[src/design/drp_regs.svh]
// Page layout, field encodings and timing counts for the disconnect/reconnect policy block.
// Assumes byte-wide access to the parameter page, with the most significant byte at the lower offset.
`ifndef DRP_REGS_SVH
`define DRP_REGS_SVH

// Byte offsets within the parameter page
`define DRP_OFF_PAGE_HEADER 4'h0
`define DRP_OFF_PAGE_LENGTH 4'h1
`define DRP_OFF_FULL_RATIO 4'h2
`define DRP_OFF_EMPTY_RATIO 4'h3
`define DRP_OFF_INACT_MSB 4'h4
`define DRP_OFF_INACT_LSB 4'h5
`define DRP_OFF_DISC_MSB 4'h6
`define DRP_OFF_DISC_LSB 4'h7
`define DRP_OFF_CONN_MSB 4'h8
`define DRP_OFF_CONN_LSB 4'h9
`define DRP_OFF_BURST_MSB 4'ha
`define DRP_OFF_BURST_LSB 4'hb
`define DRP_OFF_XFER_CTL 4'hc

// Fixed header contents
`define DRP_PAGE_CODE 6'h02
`define DRP_PAGE_LEN 8'h0e
`define DRP_SAVABLE_BIT 7

// Transfer-disconnect control encodings
`define DRP_XDC_OFF 2'b00
`define DRP_XDC_DATA 2'b01
`define DRP_XDC_RSVD 2'b10
`define DRP_XDC_CMD 2'b11

// Ratio denominator as a shift, and burst unit in bytes
`define DRP_RATIO_SHIFT 8
`define DRP_BURST_BYTES 512

// Sense answer for a conflicting page
`define DRP_SENSE_ILLEGAL_REQ 4'h5
`define DRP_ASC_BAD_PARAM 8'h26

// Timer unit and clock period
`define DRP_UNIT_NS 100000
`define DRP_CLK_NS 50
`define DRP_UNIT_CYCLES (`DRP_UNIT_NS / `DRP_CLK_NS)

`endif

[src/design/drp_pkg.sv]
// Types shared by the disconnect/reconnect policy block.
// Assumes drp_regs.svh supplies the numeric constants.
package drp_pkg;

  // Bus events reported by the target's phase sequencer, same clock
  typedef struct packed {
    logic connect;
    logic release_bus;
    logic handshake;
    logic data_start;
    logic data_done;
    logic cmd_done;
    logic byte_moved;
  } drp_bus_ev_t;

  // Sense answer for a refused page
  typedef struct packed {
    logic [3:0] key;
    logic [7:0] asc;
  } drp_sense_t;

  typedef enum logic [1:0] {
    DRP_IDLE,
    DRP_CONNECTED,
    DRP_RELEASED
  } drp_state_t;

endpackage

[src/design/drp_tick.sv]
// Unit tick generator: one-cycle pulse every UNIT cycles, restartable.
// Assumes a single clock; restart comes from logic on the same clock.
`timescale 1ns/1ps
module drp_tick #(
  parameter int unsigned UNIT = 2000
) (
  input wire logic mclk,
  input wire logic reset_n,
  input wire logic restart,
  output logic tick
);
  import drp_pkg::*;

  logic [$clog2(UNIT+1)-1:0] cnt;
  wire logic at_end = (cnt == $bits(cnt)'(UNIT - 1));

  // Divider, restarted at each connection or release
  always_ff @(posedge mclk or negedge reset_n) begin
    if (!reset_n) begin
      cnt <= '0;
      tick <= 1'b0;
    end else begin
      cnt <= (restart || at_end) ? '0 : cnt + 1'b1;
      tick <= at_end && !restart;
    end
  end
endmodule

[src/design/drp_policy.sv]
// Disconnect/reconnect policy: parameter page storage and the release/reselect decisions.
// Assumes the phase sequencer reports bus events as same-clock pulses and owns the pins.
//
// Summary of operation
// On reads, reselect only once buffer fill reaches full ratio share, rounded down.
// On writes, reselect only once buffer emptiness reaches empty ratio share.
// Ratios are n/256 and advisory; zero leaves reselection to the disconnect wait.
// Count 100 us of BSY without handshake; past limit, disconnect if permitted.
// Inactivity limit zero disables the inactivity timeout entirely.
// After release, wait at least disconnect limit units before reselecting; zero none.
// Disconnect before connect limit units on the bus when permitted; zero means none.
// Time limits are honoured at whole 100 us tick granularity.
// With privilege, disconnect before exceeding burst limit of 512 byte units; zero none.
// Control 00b does not restrict disconnects; 10b is reserved, treated as unrestricted.
// Control 01b forbids disconnect from data start until all data has moved.
// Control 11b forbids disconnect from data start until command completes.
// Refuse page with both control and burst non-zero: illegal request sense.
// Initiator writes consistent pages, multi-byte fields most significant byte first.
// Timers restart on connect or release, clear on reset, compare full 16 bits.
`timescale 1ns/1ps
`include "drp_regs.svh"
module drp_policy
  import drp_pkg::*;
#(
  parameter int unsigned NUM_BUFFERS = 10,
  parameter int unsigned UNIT_CYCLES = `DRP_UNIT_CYCLES,
  parameter bit SAVABLE = 1'b0
) (
  input wire logic mclk,
  input wire logic reset_n,
  input wire logic page_wr,
  input wire logic [3:0] page_addr,
  input wire logic [7:0] page_wdata,
  input wire logic page_commit,
  output logic [7:0] page_rdata,
  input wire drp_bus_ev_t bus_ev,
  input wire logic disc_privilege,
  input wire logic read_op,
  input wire logic [7:0] buffers_full,
  output logic disconnect_req,
  output logic reselect_ok,
  output logic check_condition,
  output drp_sense_t sense
);

  // Staged page bytes written by the initiator
  logic [7:0] stage_full, stage_empty;
  logic [15:0] stage_inact, stage_disc, stage_conn, stage_burst;
  logic [1:0] stage_xctl;
  // Active page bytes used by the policy
  logic [7:0] buffer_full_ratio, buffer_empty_ratio;
  logic [15:0] bus_inactivity_limit, disconnect_time_limit, connect_time_limit, maximum_burst_size;
  logic [1:0] transfer_disconnect_ctl;

  drp_state_t state, next_state;
  logic [15:0] inact_cnt, conn_cnt, disc_cnt, burst_cnt;
  logic [8:0] byte_cnt;
  logic in_data, data_started, tick;

  // Write decode, most significant byte at the lower offset
  wire logic wr_full = page_wr && page_addr == `DRP_OFF_FULL_RATIO;
  wire logic wr_empty = page_wr && page_addr == `DRP_OFF_EMPTY_RATIO;
  wire logic wr_inact_h = page_wr && page_addr == `DRP_OFF_INACT_MSB;
  wire logic wr_inact_l = page_wr && page_addr == `DRP_OFF_INACT_LSB;
  wire logic wr_disc_h = page_wr && page_addr == `DRP_OFF_DISC_MSB;
  wire logic wr_disc_l = page_wr && page_addr == `DRP_OFF_DISC_LSB;
  wire logic wr_conn_h = page_wr && page_addr == `DRP_OFF_CONN_MSB;
  wire logic wr_conn_l = page_wr && page_addr == `DRP_OFF_CONN_LSB;
  wire logic wr_burst_h = page_wr && page_addr == `DRP_OFF_BURST_MSB;
  wire logic wr_burst_l = page_wr && page_addr == `DRP_OFF_BURST_LSB;
  wire logic wr_xctl = page_wr && page_addr == `DRP_OFF_XFER_CTL;

  // conflicting page check
  wire logic page_conflict = (stage_xctl != `DRP_XDC_OFF) && (stage_burst != 16'h0000);
  wire logic page_accept = page_commit && !page_conflict;
  wire logic page_refuse = page_commit && page_conflict;

  // Staged byte writes
  always_ff @(posedge mclk or negedge reset_n) begin
    if (!reset_n) begin
      stage_full <= 8'h00;
      stage_empty <= 8'h00;
      stage_inact <= 16'h0000;
      stage_disc <= 16'h0000;
      stage_conn <= 16'h0000;
      stage_burst <= 16'h0000;
      stage_xctl <= 2'b00;
    end else begin
      if (wr_full) stage_full <= page_wdata;
      if (wr_empty) stage_empty <= page_wdata;
      if (wr_inact_h) stage_inact[15:8] <= page_wdata;
      if (wr_inact_l) stage_inact[7:0] <= page_wdata;
      if (wr_disc_h) stage_disc[15:8] <= page_wdata;
      if (wr_disc_l) stage_disc[7:0] <= page_wdata;
      if (wr_conn_h) stage_conn[15:8] <= page_wdata;
      if (wr_conn_l) stage_conn[7:0] <= page_wdata;
      if (wr_burst_h) stage_burst[15:8] <= page_wdata;
      if (wr_burst_l) stage_burst[7:0] <= page_wdata;
      if (wr_xctl) stage_xctl <= page_wdata[1:0];
    end
  end

  // Commit copies a consistent page into the active set
  always_ff @(posedge mclk or negedge reset_n) begin
    if (!reset_n) begin
      buffer_full_ratio <= 8'h00;
      buffer_empty_ratio <= 8'h00;
      bus_inactivity_limit <= 16'h0000;
      disconnect_time_limit <= 16'h0000;
      connect_time_limit <= 16'h0000;
      maximum_burst_size <= 16'h0000;
      transfer_disconnect_ctl <= 2'b00;
    end else if (page_accept) begin
      buffer_full_ratio <= stage_full;
      buffer_empty_ratio <= stage_empty;
      bus_inactivity_limit <= stage_inact;
      disconnect_time_limit <= stage_disc;
      connect_time_limit <= stage_conn;
      maximum_burst_size <= stage_burst;
      transfer_disconnect_ctl <= stage_xctl;
    end
  end

  // refusal answer holds until the next commit
  always_ff @(posedge mclk or negedge reset_n) begin
    if (!reset_n) begin
      check_condition <= 1'b0;
      sense <= '0;
    end else if (page_commit) begin
      check_condition <= page_conflict;
      sense.key <= page_refuse ? `DRP_SENSE_ILLEGAL_REQ : 4'h0;
      sense.asc <= page_refuse ? `DRP_ASC_BAD_PARAM : 8'h00;
    end
  end

  // Read multiplexer over the active page; reserved bytes read zero
  logic [7:0] next_rdata;
  always_comb begin
    next_rdata = 8'h00;
    case (page_addr)
      `DRP_OFF_PAGE_HEADER: next_rdata = {SAVABLE, 1'b0, `DRP_PAGE_CODE};
      `DRP_OFF_PAGE_LENGTH: next_rdata = `DRP_PAGE_LEN;
      `DRP_OFF_FULL_RATIO: next_rdata = buffer_full_ratio;
      `DRP_OFF_EMPTY_RATIO: next_rdata = buffer_empty_ratio;
      `DRP_OFF_INACT_MSB: next_rdata = bus_inactivity_limit[15:8];
      `DRP_OFF_INACT_LSB: next_rdata = bus_inactivity_limit[7:0];
      `DRP_OFF_DISC_MSB: next_rdata = disconnect_time_limit[15:8];
      `DRP_OFF_DISC_LSB: next_rdata = disconnect_time_limit[7:0];
      `DRP_OFF_CONN_MSB: next_rdata = connect_time_limit[15:8];
      `DRP_OFF_CONN_LSB: next_rdata = connect_time_limit[7:0];
      `DRP_OFF_BURST_MSB: next_rdata = maximum_burst_size[15:8];
      `DRP_OFF_BURST_LSB: next_rdata = maximum_burst_size[7:0];
      `DRP_OFF_XFER_CTL: next_rdata = {6'h00, transfer_disconnect_ctl};
      default: next_rdata = 8'h00;
    endcase
  end

  always_ff @(posedge mclk or negedge reset_n) begin
    if (!reset_n) page_rdata <= 8'h00;
    else page_rdata <= next_rdata;
  end

  // Connection state from the sequencer's events
  always_comb begin
    next_state = state;
    case (state)
      DRP_IDLE: if (bus_ev.connect) next_state = DRP_CONNECTED;
      DRP_CONNECTED: if (bus_ev.release_bus) next_state = DRP_RELEASED;
      DRP_RELEASED: if (bus_ev.connect) next_state = DRP_CONNECTED;
      default: next_state = DRP_IDLE;
    endcase
  end

  always_ff @(posedge mclk or negedge reset_n) begin
    if (!reset_n) state <= DRP_IDLE;
    else state <= next_state;
  end

  // time measured in whole 100 us ticks
  drp_tick #(
    .UNIT(UNIT_CYCLES)
  ) u_tick (
    .mclk(mclk),
    .reset_n(reset_n),
    .restart(bus_ev.connect || bus_ev.release_bus),
    .tick(tick)
  );

  wire logic connected = (state == DRP_CONNECTED);
  wire logic released = (state == DRP_RELEASED);
  wire logic restart = bus_ev.connect || bus_ev.release_bus;

  // timers restart on connect or release and saturate
  always_ff @(posedge mclk or negedge reset_n) begin
    if (!reset_n) begin
      inact_cnt <= 16'h0000;
      conn_cnt <= 16'h0000;
      disc_cnt <= 16'h0000;
    end else if (restart) begin
      inact_cnt <= 16'h0000;
      conn_cnt <= 16'h0000;
      disc_cnt <= 16'h0000;
    end else begin
      // inactivity clears on every handshake
      if (bus_ev.handshake) inact_cnt <= 16'h0000;
      else if (connected && tick && inact_cnt != 16'hffff) inact_cnt <= inact_cnt + 16'h0001;
      if (connected && tick && conn_cnt != 16'hffff) conn_cnt <= conn_cnt + 16'h0001;
      if (released && tick && disc_cnt != 16'hffff) disc_cnt <= disc_cnt + 16'h0001;
    end
  end

  // burst counted in 512 byte units per data phase
  always_ff @(posedge mclk or negedge reset_n) begin
    if (!reset_n) begin
      byte_cnt <= 9'h000;
      burst_cnt <= 16'h0000;
    end else if (restart || bus_ev.data_start) begin
      byte_cnt <= 9'h000;
      burst_cnt <= 16'h0000;
    end else if (bus_ev.byte_moved) begin
      byte_cnt <= byte_cnt + 9'h001;
      if (byte_cnt == 9'(`DRP_BURST_BYTES - 1) && burst_cnt != 16'hffff) burst_cnt <= burst_cnt + 16'h0001;
    end
  end

  // Data and command progress for the transfer-disconnect lock
  always_ff @(posedge mclk or negedge reset_n) begin
    if (!reset_n) begin
      in_data <= 1'b0;
      data_started <= 1'b0;
    end else begin
      if (bus_ev.data_start) in_data <= 1'b1;
      else if (bus_ev.data_done) in_data <= 1'b0;
      if (bus_ev.data_start) data_started <= 1'b1;
      else if (bus_ev.cmd_done) data_started <= 1'b0;
    end
  end

  // 00b and reserved 10b leave disconnects unrestricted
  // 01b locks from data start until data done
  // 11b locks from data start until command done
  wire logic xfer_lock = (transfer_disconnect_ctl == `DRP_XDC_DATA && in_data) ||
                         (transfer_disconnect_ctl == `DRP_XDC_CMD && data_started);

  // zero limit disables the inactivity timeout
  // inactivity past the limit
  wire logic inact_exp = (bus_inactivity_limit != 16'h0000) && (inact_cnt >= bus_inactivity_limit);
  // connect time reached
  wire logic conn_exp = (connect_time_limit != 16'h0000) && (conn_cnt >= connect_time_limit);
  // burst limit reached
  wire logic burst_exp = (maximum_burst_size != 16'h0000) && (burst_cnt >= maximum_burst_size);

  // Disconnect request while connected, privileged and not locked
  wire logic next_disc = connected && disc_privilege && !xfer_lock && (inact_exp || conn_exp || burst_exp);

  // ratio scaled by buffer count over 256, rounded down
  // read reselect threshold
  wire logic [15:0] full_need = 16'((32'(buffer_full_ratio) * NUM_BUFFERS) >> `DRP_RATIO_SHIFT);
  // write reselect threshold
  wire logic [15:0] empty_need = 16'((32'(buffer_empty_ratio) * NUM_BUFFERS) >> `DRP_RATIO_SHIFT);
  wire logic [15:0] free_bufs = 16'(NUM_BUFFERS) - 16'(buffers_full);
  wire logic buf_ok = read_op ? (16'(buffers_full) >= full_need) : (free_bufs >= empty_need);

  // minimum wait after release
  wire logic disc_wait_done = (disc_cnt >= disconnect_time_limit);
  wire logic next_resel = released && !restart && disc_wait_done && buf_ok;

  // Registered policy outputs
  always_ff @(posedge mclk or negedge reset_n) begin
    if (!reset_n) begin
      disconnect_req <= 1'b0;
      reselect_ok <= 1'b0;
    end else begin
      disconnect_req <= next_disc && !restart;
      reselect_ok <= next_resel;
    end
  end

endmodule

[config.mk]
export PLATFORM = sky130hd
export DESIGN_NAME = drp_policy
export DESIGN_NICKNAME = d
export VERILOG_FILES = /design/src/design/drp_pkg.sv /design/src/design/drp_tick.sv /design/src/design/drp_policy.sv
export VERILOG_INCLUDE_DIRS = /design/src /design/src/design
export SDC_FILE = /design/constraint.sdc
export NUM_CORES = 1
export LEC_CHECK = 0
export BUFFER_PORTS_ARGS = -buffer_cell sky130_fd_sc_hd__clkbuf_2
export CAP_MARGIN = 20
export CELL_PAD_IN_SITES_DETAIL_PLACEMENT = 1
export CELL_PAD_IN_SITES_GLOBAL_PLACEMENT = 2
export CORE_MARGIN = 1.5
export CORE_UTILIZATION = 41
export DETAILED_ROUTE_END_ITERATION = 12
export GPL_ROUTABILITY_DRIVEN = 1
export PLACE_DENSITY = 0.89
export RECOVER_POWER = 25
export SYNTH_ARGS = -nofsm -noshare
export SYNTH_HDL_FRONTEND = slang
export SYNTH_HIERARCHICAL = 1
export SYNTH_SLANG_ARGS = --single-unit
[constraint.sdc]
create_clock -name mclk -period 3.3 [get_ports mclk]
set_input_delay 0.33 -clock mclk [delete_from_list [all_inputs] [get_ports mclk]]
set_output_delay 0.33 -clock mclk [all_outputs]
set_load 0.1 [all_outputs]
======== Word level (Yosys, flattened, before mapping) ========
Index checks and enable logic that the tools add are counted.
word-level totals
  register bits after elaboration ......... 276
cells by class
  $add $sub $neg .......................... 7
  $mul .................................... 2
  order comparisons ....................... 6
  eq/ne operators ......................... 24
  multiplexer cells ....................... 24
  reduce and logical (&&, ||, !) cells .... 59
operators with widths
  kind                     count
  $mux W16                 10
  $pmux W8 S13             1
  $add A16 B1 Y16 const B  4
  $ge A16 B16 Y1           4
  $ne A16 B16 Y1 const B   4
  $reduce_bool A16 Y1      4
  $logic_and A1 B1 Y1      33
  $mul A8 B3 Y11 const B   2
  $eq A4 B4 Y1 const B     5
  $mux W9                  2
  $eq A4 B3 Y1 const B     4
  $ge A16 B4 Y1            1
  $reduce_bool A2 Y1       7
  $add A11 B1 Y11 const B  1
  $eq A11 B11 Y1 const B   1
  $mux W11                 1
  $add A9 B1 Y9 const B    1
  $eq A9 B9 Y1 const B     1
  $sub A4 B8 Y9 const A    1
  $eq A4 B2 Y1 const B     2
  $ge A8 B4 Y1             1
  $logic_or A1 B1 Y1       6
  $mux W6                  1
  $mux W1                  5
  other kinds (14)         20

======== Longest topological paths before layout ========
Gate-level depths: netlist (run 1).
  depth in word-level cells ............... 7
  mapped depth ............................ 13
  mapped depth without buffers ............ 13

======== Hierarchy ========
The synthesis (run 1) kept the hierarchy.
modules (own cells, without submodules)
  module      times used  cells an instance  area each (um2)  sequential area each (um2)
  drp_policy  1           1,292              13,405.4         6,331.1
  drp_tick    1           58                 600.6            300.3

======== Worst setup path before layout (run 1) ========
OpenSTA, ideal clock, no wires.
  path type ............................... reg2reg
  start point ............................. reg buffer_full_ratio[2]
  end point ............................... reg reselect_ok
  library setup time ...................... 105 ps
  arrival time ............................ 2,798 ps
  data required time ...................... 3,195 ps
  path slack .............................. 397 ps
  cell stages (with the launch flop) ...... 14
  path buffers ............................ 0
  cell sequence ........................... dfrtp_1 > ha_1 > ha_1 > a41o_1 > a21o_1 > a21oi_1 > o21bai_1 > a21oi_1 > xor2_1 > ha_1 > nor2b_1 > o21ai_0 > a22o_1 > nor4b_1
between the ends
  word-level cells in the longest chain between the ends .. 4
ends and longest elaborated chain
  what                    RTL line           RTL
  start, declared         drp_policy.sv:51   logic [7:0] buffer_full_ratio, buffer_empty_ratio;
  start signal, assigned  drp_policy.sv:114  buffer_full_ratio <= stage_full;
  $mul A8 B3 Y11          drp_policy.sv:258  wire logic [15:0] full_need = 16'((32'(buffer_full_ratio) * NUM_BUFFERS) >> `DRP_RATIO_SHIFT);
  $ge A8 B4 Y1            drp_policy.sv:262  wire logic buf_ok = read_op ? (16'(buffers_full) >= full_need) : (free_bufs >= empty_need);
  $mux W1                 drp_policy.sv:262
  $logic_and A1 B1 Y1     drp_policy.sv:266  wire logic next_resel = released && !restart && disc_wait_done && buf_ok;
  via next_resel          drp_policy.sv:266
  end signal, assigned    drp_policy.sv:275  reselect_ok <= next_resel;
  end, declared           drp_policy.sv:41   output logic reselect_ok,
The timed path passes the listed nets, and every way through them passes these cells.
A chain may end at the register's enable or synchronous reset.

======== Worst setup path after layout (run 1) ========
Ends and elaborated chain as after synthesis.

==> results of run 1 <==
[worst max-delay path, stage by stage, from the launching register on]
cell and delay (ps):
dfrtp_1 410, ha_1 310, ha_1 290, a41o_1 240, a21o_1 190, a21oi_2 200, o21bai_2 100, a21oi_2 150
xor2_1 80, ha_1 270, nor2b_1 130, o21ai_0 90, a22o_1 230, nor4b_2 230
[per-layer routing]
metal  vias up  GRT usage (%)  share of wire (%)
li1       4829              -                  -
met1      5395          29.85                 45
met2       156          38.96                 50
met3        55          2.452                3.1
met4         0          5.569                2.4
met5         -              0                  0
[cells in the final DEF, fill, tap and decap left out, types with 10 or more instances in the layout]
| cell | netlist | routed |
|---|---|---|
| buf_4 | 11 | 14 |
| nand2b_1 | 11 | 11 |
| a21oi_1 | 38 | 35 |
| clkbuf_2 | 0 | 46 |
| o21ai_0 | 93 | 93 |
| ha_1 | 100 | 100 |
| nor4_1 | 18 | 18 |
| xor2_1 | 54 | 54 |
| inv_1 | 79 | 79 |
| nor2b_1 | 15 | 15 |
| nand2_1 | 124 | 124 |
| and3_1 | 18 | 18 |
| dfrtp_1 | 265 | 265 |
| nand3_1 | 44 | 44 |
| xnor2_1 | 24 | 24 |
| nand4_1 | 37 | 37 |
| mux2_2 | 106 | 106 |
| nor2_1 | 114 | 114 |
| clkbuf_16 | 0 | 31 |
| a21o_1 | 10 | 10 |
| clkbuf_1 | 25 | 11 |
[kinds of logic (layout without fill, tap and decap cells)]
family	Yosys count	count (layout)	synth area share (%)
flip-flops	265	265	47.35
buffers and inverters	141	207	4.243
AND/OR/NAND/NOR	435	435	15.37
adder cells (fa/ha/maj)	100	100	8.933
other	1	7	0.02677
XOR/XNOR	78	78	4.878
AO/OA/AOI/OAI	213	213	9.720
multiplexers	117	117	9.487
[power by group]
group | internal, mW | leakage (nW) | switching [mW]
Combinational | 1.26 | 3.16 | 1.91
Clock | 2.19 | 0.520 | 1.42
Sequential | 4.00 | 3.43 | 0.768
Total | 7.44 | 7.11 | 4.09
[layout make-up]
type	instances	area [sq um]
well taps	448	560.5
multi-input cells	950	6827
repair buffers	70	437.9
flip-flops and latches	265	6631
inverters	79	296.5
clock inverters	16	217.7
clock buffers	42	847.1
fillers	3701	17800
[through the flow]
step	instances	util, %
after floorplan	1356	-
after global placement	1808	43.78
after detailed placement	1808	43.78
after CTS	1870	47.08
after global routing	1870	47.05
final	1870	47.05
[what timing repair did]
| action | CTS | global route |
|---|---|---|
| hold buffers | 4 | 0 |
| endpoints found under the hold margin | 100 | 0 |
| resized for setup | 1 | 4 |
| pin swaps | 0 | 1 |
| setup endpoints to repair | 1 | 1 |
[path summary, 6_finish.rpt]
kind                            depth (start not counted)                 start              endpoint
worst max-delay path                                   13  buffer_full_ratio[2]           reselect_ok
min in group asynchronous                               2               reset_n  buffer_full_ratio[7]
worst min-delay path                                    3           page_commit              sense[2]
worst min register to register                          1         u_tick/cnt[0]         u_tick/cnt[0]
worst max register to register                         13  buffer_full_ratio[2]           reselect_ok
max in group asynchronous                               3               reset_n              state[1]
==> impl_metrics.csv, run 1 <==
group,metric,value,unit
pwr,ir_drop,0.0005628,V
timing,hold_ws,72.25,ps
pwr,power_density,729.5,nW/um^2
yosys,synth_async_sr_flop_share,100.0,%
die,pin_count,56,
cts,cts_made_buffers,31,
setup_path,worstPathRequired,3770,ps
yosys,yosysTopAreaCellShare,47.35,%
grt,gr-usage-all-layers,22.41,%
routing,drc,0,
yosys,synth-main-ff-cell,"dfrtp_1",
timing,min_period_over_period,91.56,%
cells_and_area,fin_nets,1530,
timing,post-route-min-period,3021,ps
timing,finalSetupViolations,0,
cts,htreeDepth,1,
setup_path,cp.arrival,3490,ps
cells_and_area,area_delta_synth_final,12.94,%
routing,vias,10440,
routing,final_antenna_net_count,0,
grt,grt_pass1_wl,62.78,mm
place,pre_cts_ws,-8.050,ps
timing,slew_viol_final,102,
cts,clock_sink_count,265,
place,dp_hpwl,27.83,mm
place,dpl_cell_area,14720,sq um
cts,post_cts_buffers,0,
yosys,synthTopCellsByArea,"dfrtp_1 (47%), ha_1 (8.9%), mux2_2 (8.5%), xor2_1 (3.4%), o21ai_0 (3.3%)",
timing,fmax,331.0,MHz
grt,grt_max_degree,103,
pwr,total_power,11.54,mW
timing,tightest_slew,2690,ps
yosys,ys_types,80,
job,cap_violations,1,
yosys,syn_inst,1350,
routing,routed_wl,38.84,mm
die,rows,67,
die,core-area,33620,sq um
yosys,netlist_area,14010,sq um
cells_and_area,drive_above_1_share,17.16,%
yosys,synth_edf_count,0,
hold_path,hp-class,"input pin to flop",
place,place_congestion,0.8386,
run_status,status,"complete, but fails checks",
yosys,synth_largest_area_cell,"dfrtp_1",
yosys,synth_common_cells,"dfrtp_1 (265), nand2_1 (124), nor2_1 (114)",
yosys,yosysSeqAreaShare,47.35,%
place,port-buffer-count,48,
routing,vias_per_cell,5.580,
timing,fin_ws,278.6,ps
routing,wl_per_cell,20.77,um
grt,grt_pass1_vias,10960,
cts,clockBufferDepth,3,
timing,rsz0062_at_grt,"no",
cts,clk_pin_slew_worst_paths,60,ps
routing,first_pass_iters,5,
pwr,leakagePower,7.110,nW
yosys,avgSynthCellArea,10.37,sq um
setup_path,startpoint_type,"flop",
setup_path,rrSetupSlack,280,ps
timing,slew_headroom,-79.30,%
routing,drt_iter0_markers,605,
cts,cts_root_buf,"clkbuf_16",
timing,hold_viol,0,
die,initial_core_util,41.66,%
timing,fin_tns_setup,0,ps
yosys,ys_ff_latch,265,
die,die_x,187.8,um
grt,grt_overflow,0,
die,fp.dieH,187.8,um
setup_path,criticalPathCategory,"flop to flop",
die,die_area,35280,sq um
cells_and_area,postLayoutCellArea,15820,sq um
setup_path,end_kind,"flop",
cts,cts_tree,"yes",
cells_and_area,num_antenna_cells,0,
timing,skew,19.16,ps
cts,clkLatencyLatePin,570,ps
setup_path,worst-path-max-fanout,4,
yosys,ys.warnings.count,6,
grt,antenna_found_initial,1,
run_status,violations,"max-capacitance violations, max-slew violations",
yosys,synthMostInstantiatedCell,"dfrtp_1",
Power figures use the tool's default switching activity.
==> inputs of run 2 (changes only) <==
- PLACE_DENSITY: 0.89 -> unset
- PLACE_DENSITY_LB_ADDON: unset -> 0.1
==> impl_metrics.csv, run 2 (synthesized netlist as in run 1, its figures left out) <==
group,metric,value,unit
die,core-area,33620,sq um
run_status,status,"complete, but fails checks",
timing,fin_ws,233.7,ps
timing,slew_headroom,-59.32,%
hold_path,min_path_cells,3,
setup_path,worstPathRequired,3760,ps
place,port-buffer-count,48,
timing,min_period_over_period,92.92,%
cells_and_area,final_cell_mix,"dfrtp_1 (265), nand2_1 (124), nor2_1 (114)",
setup_path,cp.arrival,3530,ps
hold_path,hold_path.startpoint,"page_commit",
cts,cts_tree,"yes",
cts,clkLatencyLatePin,570,ps
cells_and_area,fin_nets,1531,
cells_and_area,area_delta_synth_final,13.28,%
grt,grt_pass1_wl,62.38,mm
cts,htreeDepth,1,
cells_and_area,num_antenna_cells,0,
grt,grt_overflow,0,
routing,drt_iter0_markers,457,
setup_path,r2r_start,"buffer_full_ratio[2]",
pwr,power_density,728.6,nW/um^2
timing,rsz0062_at_grt,"no",
cells_and_area,final_common_cell,"dfrtp_1",
routing,routed_wl,38.84,mm
routing,first_pass_iters,5,
routing,final_antenna_net_count,0,
timing,slew_viol_final,84,
cells_and_area,postLayoutCellArea,15870,sq um
cells_and_area,drive_above_1_share,17.31,%
setup_path,end_kind,"flop",
job,cap_violations,1,
cts,clockBufferDepth,3,
die,rows,67,
place,pre_cts_ws,64.40,ps
routing,vias,10250,
pwr,ir_drop,0.0004943,V
cts,post_cts_buffers,0,
routing,wl_per_cell,20.78,um
die,initial_core_util,41.66,%
hold_path,hold_end,"check_condition",
timing,post-route-min-period,3066,ps
die,pin_count,56,
die,fp.dieH,187.8,um
grt,gr-usage-all-layers,22.62,%
place,place_congestion,0.8466,
timing,fmax,326.1,MHz
setup_path,startpoint_type,"flop",
cts,cts_root_buf,"clkbuf_16",
routing,drc,0,
grt,grt_pass1_vias,10650,
die,die_area,35280,sq um
setup_path,reg2reg_depth,13,
grt,antenna_found_initial,0,
cts,clk_pin_slew_worst_paths,60,ps
setup_path,worst-path-max-fanout,4,
setup_path,reg2reg_to,"reselect_ok",
timing,tightest_slew,2390,ps
place,dp_hpwl,28.16,mm
run_status,violations,"max-capacitance violations, max-slew violations",
setup_path,criticalPathCategory,"flop to flop",
routing,vias_per_cell,5.486,
pwr,leakagePower,7.138,nW
timing,finalSetupViolations,0,
cts,clock_sink_count,265,
hold_path,hp-class,"input pin to flop",
timing,skew,9.793,ps
timing,fin_tns_setup,0,ps
grt,grt_max_degree,87,
pwr,total_power,11.56,mW
setup_path,rrSetupSlack,230,ps
die,die_x,187.8,um
place,dpl_cell_area,14750,sq um
timing,hold_viol,0,
cts,cts_made_buffers,31,
[run 2: repair_timing]
action                                 in CTS  in global routing
setup endpoints to repair                   0                  1
hold buffers                                4                  0
gates resized for setup                     0                  3
endpoints found under the hold margin      85                  0
[run 2: worst max path at each step]
stage | cells past startpoint | slack [ps] | from | end
floorplan | 13 | 400 | buffer_full_ratio[2] | reselect_ok
global placement | 13 | 180 | buffer_full_ratio[2] | reselect_ok
detailed placement | 13 | 60 | buffer_full_ratio[2] | reselect_ok
CTS | 13 | 70 | buffer_full_ratio[2] | reselect_ok
global route | 13 | 3 | buffer_empty_ratio[4] | reselect_ok
finish | 13 | 230 | buffer_full_ratio[2] | reselect_ok
[run 2: power breakdown]
group          internal (mW)  switching, mW  leakage, nW  total [mW]
clock network           2.22           1.41        0.529        3.64
registers               4.00          0.756         3.43        4.75
logic                   1.26           1.91         3.18        3.17
total                   7.48           4.08         7.14        11.6
[run 2: cell type report]
cell class	count	area [sq um]
clock inverter	14	209.0
timing repair buffer	71	485.5
multi-input combinational	950	6817
clock buffer	42	867.1
fill	3726	17750
tap	448	560.5
inverter	79	296.5
sequential	265	6631
[run 2: worst max-delay path, stage by stage (launching register included)]
cell and delay, ps:
dfrtp_1 420, ha_1 310, ha_1 290, a41o_1 240, a21o_1 190, a21oi_2 190, o21bai_1 130, a21oi_2 180
xor2_1 90, ha_1 270, nor2b_1 110, o21ai_0 90, a22o_1 220, nor4b_1 260
[run 2: metrics by stage]
step                hold slack, ps  util (%)  instances
floorplan                    34.41         -       1356
global placement             390.1     43.88       1809
detailed placement           401.8     43.88       1809
CTS                          45.94     47.20       1869
global route                 77.82     47.20       1869
finish                       56.06     47.20       1869
[run 2: routing by layer]
layer  track usage [%]  wire length (um)  vias up
met2             36.88             18290      151
met3             3.219              1261       53
met4             6.462              1135        0
met1             31.37             18160     5207
met5                 0                 0        -
li1                  -                 -     4842
==> inputs of run 3 (changes only) <==
- CORE_ASPECT_RATIO: unset -> 1.4
- CORE_UTILIZATION: 41 -> 42
- GPL_TIMING_DRIVEN: unset -> 0
- SYNTH_HIERARCHICAL: 1 -> unset
==> impl_metrics.csv, run 3 <==
group,metric,value,unit
setup_path,worstPathRequired,3720,ps
setup_path,cp_slowest_cell,"dfrtp_1",
pwr,p_sw,4.107,mW
run_status,status,"complete, but fails checks",
routing,vias,10250,
yosys,synth_async_sr_flop_share,100.0,%
yosys,synth_compound_area_share,10.00,%
cells_and_area,postLayoutCellArea,15720,sq um
cells_and_area,multiInputGateArea,6744,sq um
routing,vias_per_cell,5.506,
routing,drc,0,
yosys,synth_top_family_by_area,"simple AND/OR/NAND/NOR gates",
pwr,seqPwrFrac,41.7,%
cells_and_area,final_cell_mix,"dfrtp_1 (264), nand2_1 (110), nor2_1 (104)",
place,dpl_cell_area,14730,sq um
setup_path,crit_chain,"ha_1, ha_1, a41o_1, a21o_1, a21oi_2, o21bai_1, a21oi_2, xor2_1, ha_1, nor2b_1, o21ai_0, a22o_2, nor4_4",
pwr,ir_drop,0.0003716,V
die,fp.dieH,218.2,um
cells_and_area,fin_nets,1536,
cells_and_area,drive_above_1_share,11.60,%
yosys,synth_edf_count,0,
grt,grt_overflow,0,
timing,fmax,320.5,MHz
routing,first_pass_iters,5,
cts,cts_made_buffers,28,
cells_and_area,num_antenna_cells,0,
cts,clkLatencyLatePin,560,ps
grt,grt_max_degree,99,
setup_path,criticalPathCategory,"flop to flop",
yosys,ys_ff_latch,265,
die,die_area,34200,sq um
yosys,synth-simple-area-share,14.50,%
setup_path,worst_path_most_repeated_cell,"ha_1",
timing,slew_headroom,-27.39,%
die,pin_count,56,
cells_and_area,regArea,6633,sq um
yosys,muxShareOfSynthArea,10.04,%
die,core-area,32500,sq um
setup_path,cpPeakStageDelay,440,ps
yosys,syn_inst,1324,
routing,routed_wl,40.53,mm
place,port-buffer-count,40,
timing,finalSetupViolations,0,
pwr,p_int,7.298,mW
die,die_x,156.7,um
yosys,ys.warnings.count,0,
pwr,power_frac_clock,29.8,%
timing,slew_viol_final,75,
timing,skew,10.94,ps
cts,clk_pin_slew_worst_paths,60,ps
setup_path,startpoint_type,"flop",
grt,grt_pass1_wl,64.30,mm
cells_and_area,area_delta_synth_final,13.09,%
cts,cts_tree,"yes",
timing,hold_viol,0,
cells_and_area,utilization,48.36,%
cells_and_area,final_common_cell,"dfrtp_1",
timing,post-route-min-period,3120,ps
timing,rsz0062_at_grt,"no",
cts,post_cts_buffers,0,
yosys,synthMostInstantiatedCell,"dfrtp_1",
cells_and_area,nFillCells,3607,
job,cap_violations,1,
yosys,synth_largest_area_cell,"dfrtp_1",
cts,htreeDepth,1,
pwr,combPwrFrac,28.5,%
pwr,leakagePower,6.995,nW
routing,final_antenna_net_count,0,
grt,grt_pass1_vias,11060,
yosys,synth_adder_area_share,9.003,%
place,dp_hpwl,29.77,mm
yosys,netlist_area,13900,sq um
timing,min_period_over_period,94.55,%
routing,wl_per_cell,21.77,um
yosys,yosysSeqAreaShare,47.72,%
yosys,synthTopCellsByArea,"dfrtp_1 (48%), ha_1 (9.0%), mux2_1 (7.2%), nand2_1 (3.0%), nor2_1 (2.8%)",
yosys,synth-main-ff-cell,"dfrtp_1",
cts,cts_root_buf,"clkbuf_16",
setup_path,worst-path-max-fanout,4,
yosys,avgSynthCellArea,10.50,sq um
hold_path,hp-class,"input pin to flop",
cts,clock_sink_count,265,
setup_path,end_kind,"flop",
grt,gr-usage-all-layers,24.73,%
yosys,synth_xor_area_share,4.538,%
die,rows,78,
yosys,ys_types,75,
setup_path,worst-path-buf-inv,0,
yosys,synth_common_cells,"dfrtp_1 (265), nand2_1 (110), nor2_1 (104)",
cts,clockBufferDepth,3,
timing,fin_tns_setup,0,ps
place,place_congestion,0.8802,
setup_path,critical-path-top-delay-family,"compound AO/OA/AOI/OAI gates",
routing,drt_iter0_markers,438,
die,initial_core_util,42.76,%
pwr,p_sw_share,36.01,%
run_status,violations,"max-capacitance violations, max-slew violations",
pwr,power_density,725.7,nW/um^2
timing,tightest_slew,1911,ps
yosys,yosysTopAreaCellShare,47.72,%
grt,antenna_found_initial,0,
setup_path,cp.arrival,3540,ps
==> run 3: cell count changes after synthesis, sizes merged, moves of 6 or more <==
cell,change
xor2,-21
xnor2,+15
nand2,-14
a21oi,+8
a22o,-7
nand4,-7
nor2b,-7
a211oi,+6
==> run 3: power groups by stage <==
stage          clock network [mW]  logic [mW]  registers (mW)
2_1_floorplan                   0        2.11            4.66
3_3_place_gp                    0        3.09            4.78
3_5_place_dp                    0        3.23            4.80
4_1_cts                      3.47        3.28            4.75
5_1_grt                      3.59        3.67            4.84
6_report                     3.40        3.26            4.75
==> run 3: layout make-up <==
| class | instances | area share (%) |
|---|---|---|
| multi-input combinational | 928 | 42.91 |
| clock inverter | 8 | 0.8916 |
| inverter | 77 | 1.839 |
| clock buffer | 41 | 5.350 |
| sequential | 265 | 42.20 |
| tap | 440 | 3.503 |
| timing repair buffer | 43 | 1.465 |
| buffer | 60 | 1.839 |
==> run 3: final timing paths <==
path | start | cells after the start | endpoint | slack [ps]
min in group asynchronous | reset_n | 2 | buffer_full_ratio[6] | 840
hold / removal | bus_ev[3] | 2 | in_data | 20
hold reg to reg | u_tick.cnt[0] | 1 | u_tick.cnt[0] | 460
setup / recovery | buffer_empty_ratio[2] | 13 | reselect_ok | 180
max in group asynchronous | reset_n | 3 | disc_cnt[3] | 690
setup reg to reg | buffer_empty_ratio[2] | 13 | reselect_ok | 180
==> run 3: worst reg2reg max path, delay by kind of cell (launching register included) <==
| family | cells | cell delay (ps) |
|---|---|---|
| AOI/OAI and AO/OA | 7 | 1330 |
| adders and majority gates | 3 | 850 |
| DFF | 1 | 440 |
| and+or+nand+nor | 2 | 180 |
| xor gates and xnor gates | 1 | 170 |
==> run 3: through the flow <==
| stage | worst slack [ps] | hold slack [ps] | power, mW | std cells |
|---|---|---|---|---|
| finish | 179.9 | 15.24 | 11.40 | 1862 |
| CTS | 49.93 | 7.976 | 11.51 | 1862 |
| global route | 16.36 | 20.29 | 12.10 | 1862 |
| global placement | -3840 | 444.1 | 7.869 | 1810 |
| floorplan | 509.7 | 34.41 | 6.764 | 1330 |
| detailed placement | -158.0 | 406.3 | 8.031 | 1812 |
==> run 3: cell families after synthesis <==
logic type	Yosys count
buffers and inverters	137
other	1
flip-flops	265
AO/OA/AOI/OAI	221
AND/OR/NAND/NOR	406
XOR/XNOR	72
adder cells (fa/ha/maj)	100
multiplexers	122
==> run 3: routing by layer <==
layer	GRT usage [%]	routed length, um	vias to the layer above
met5	0	0	-
met4	8.921	1439	0
met3	2.955	1292	74
met2	44.34	20720	151
met1	30.30	17080	5212
li1	-	-	4816
==> run 3: repair_timing <==
| item | in CTS | in global routing |
|---|---|---|
| setup endpoints to repair | 1 | 1 |
| pin swaps | 0 | 3 |
| hold buffers | 1 | 0 |
| gates resized for setup | 3 | 7 |
| endpoints found under the hold margin | 72 | 0 |
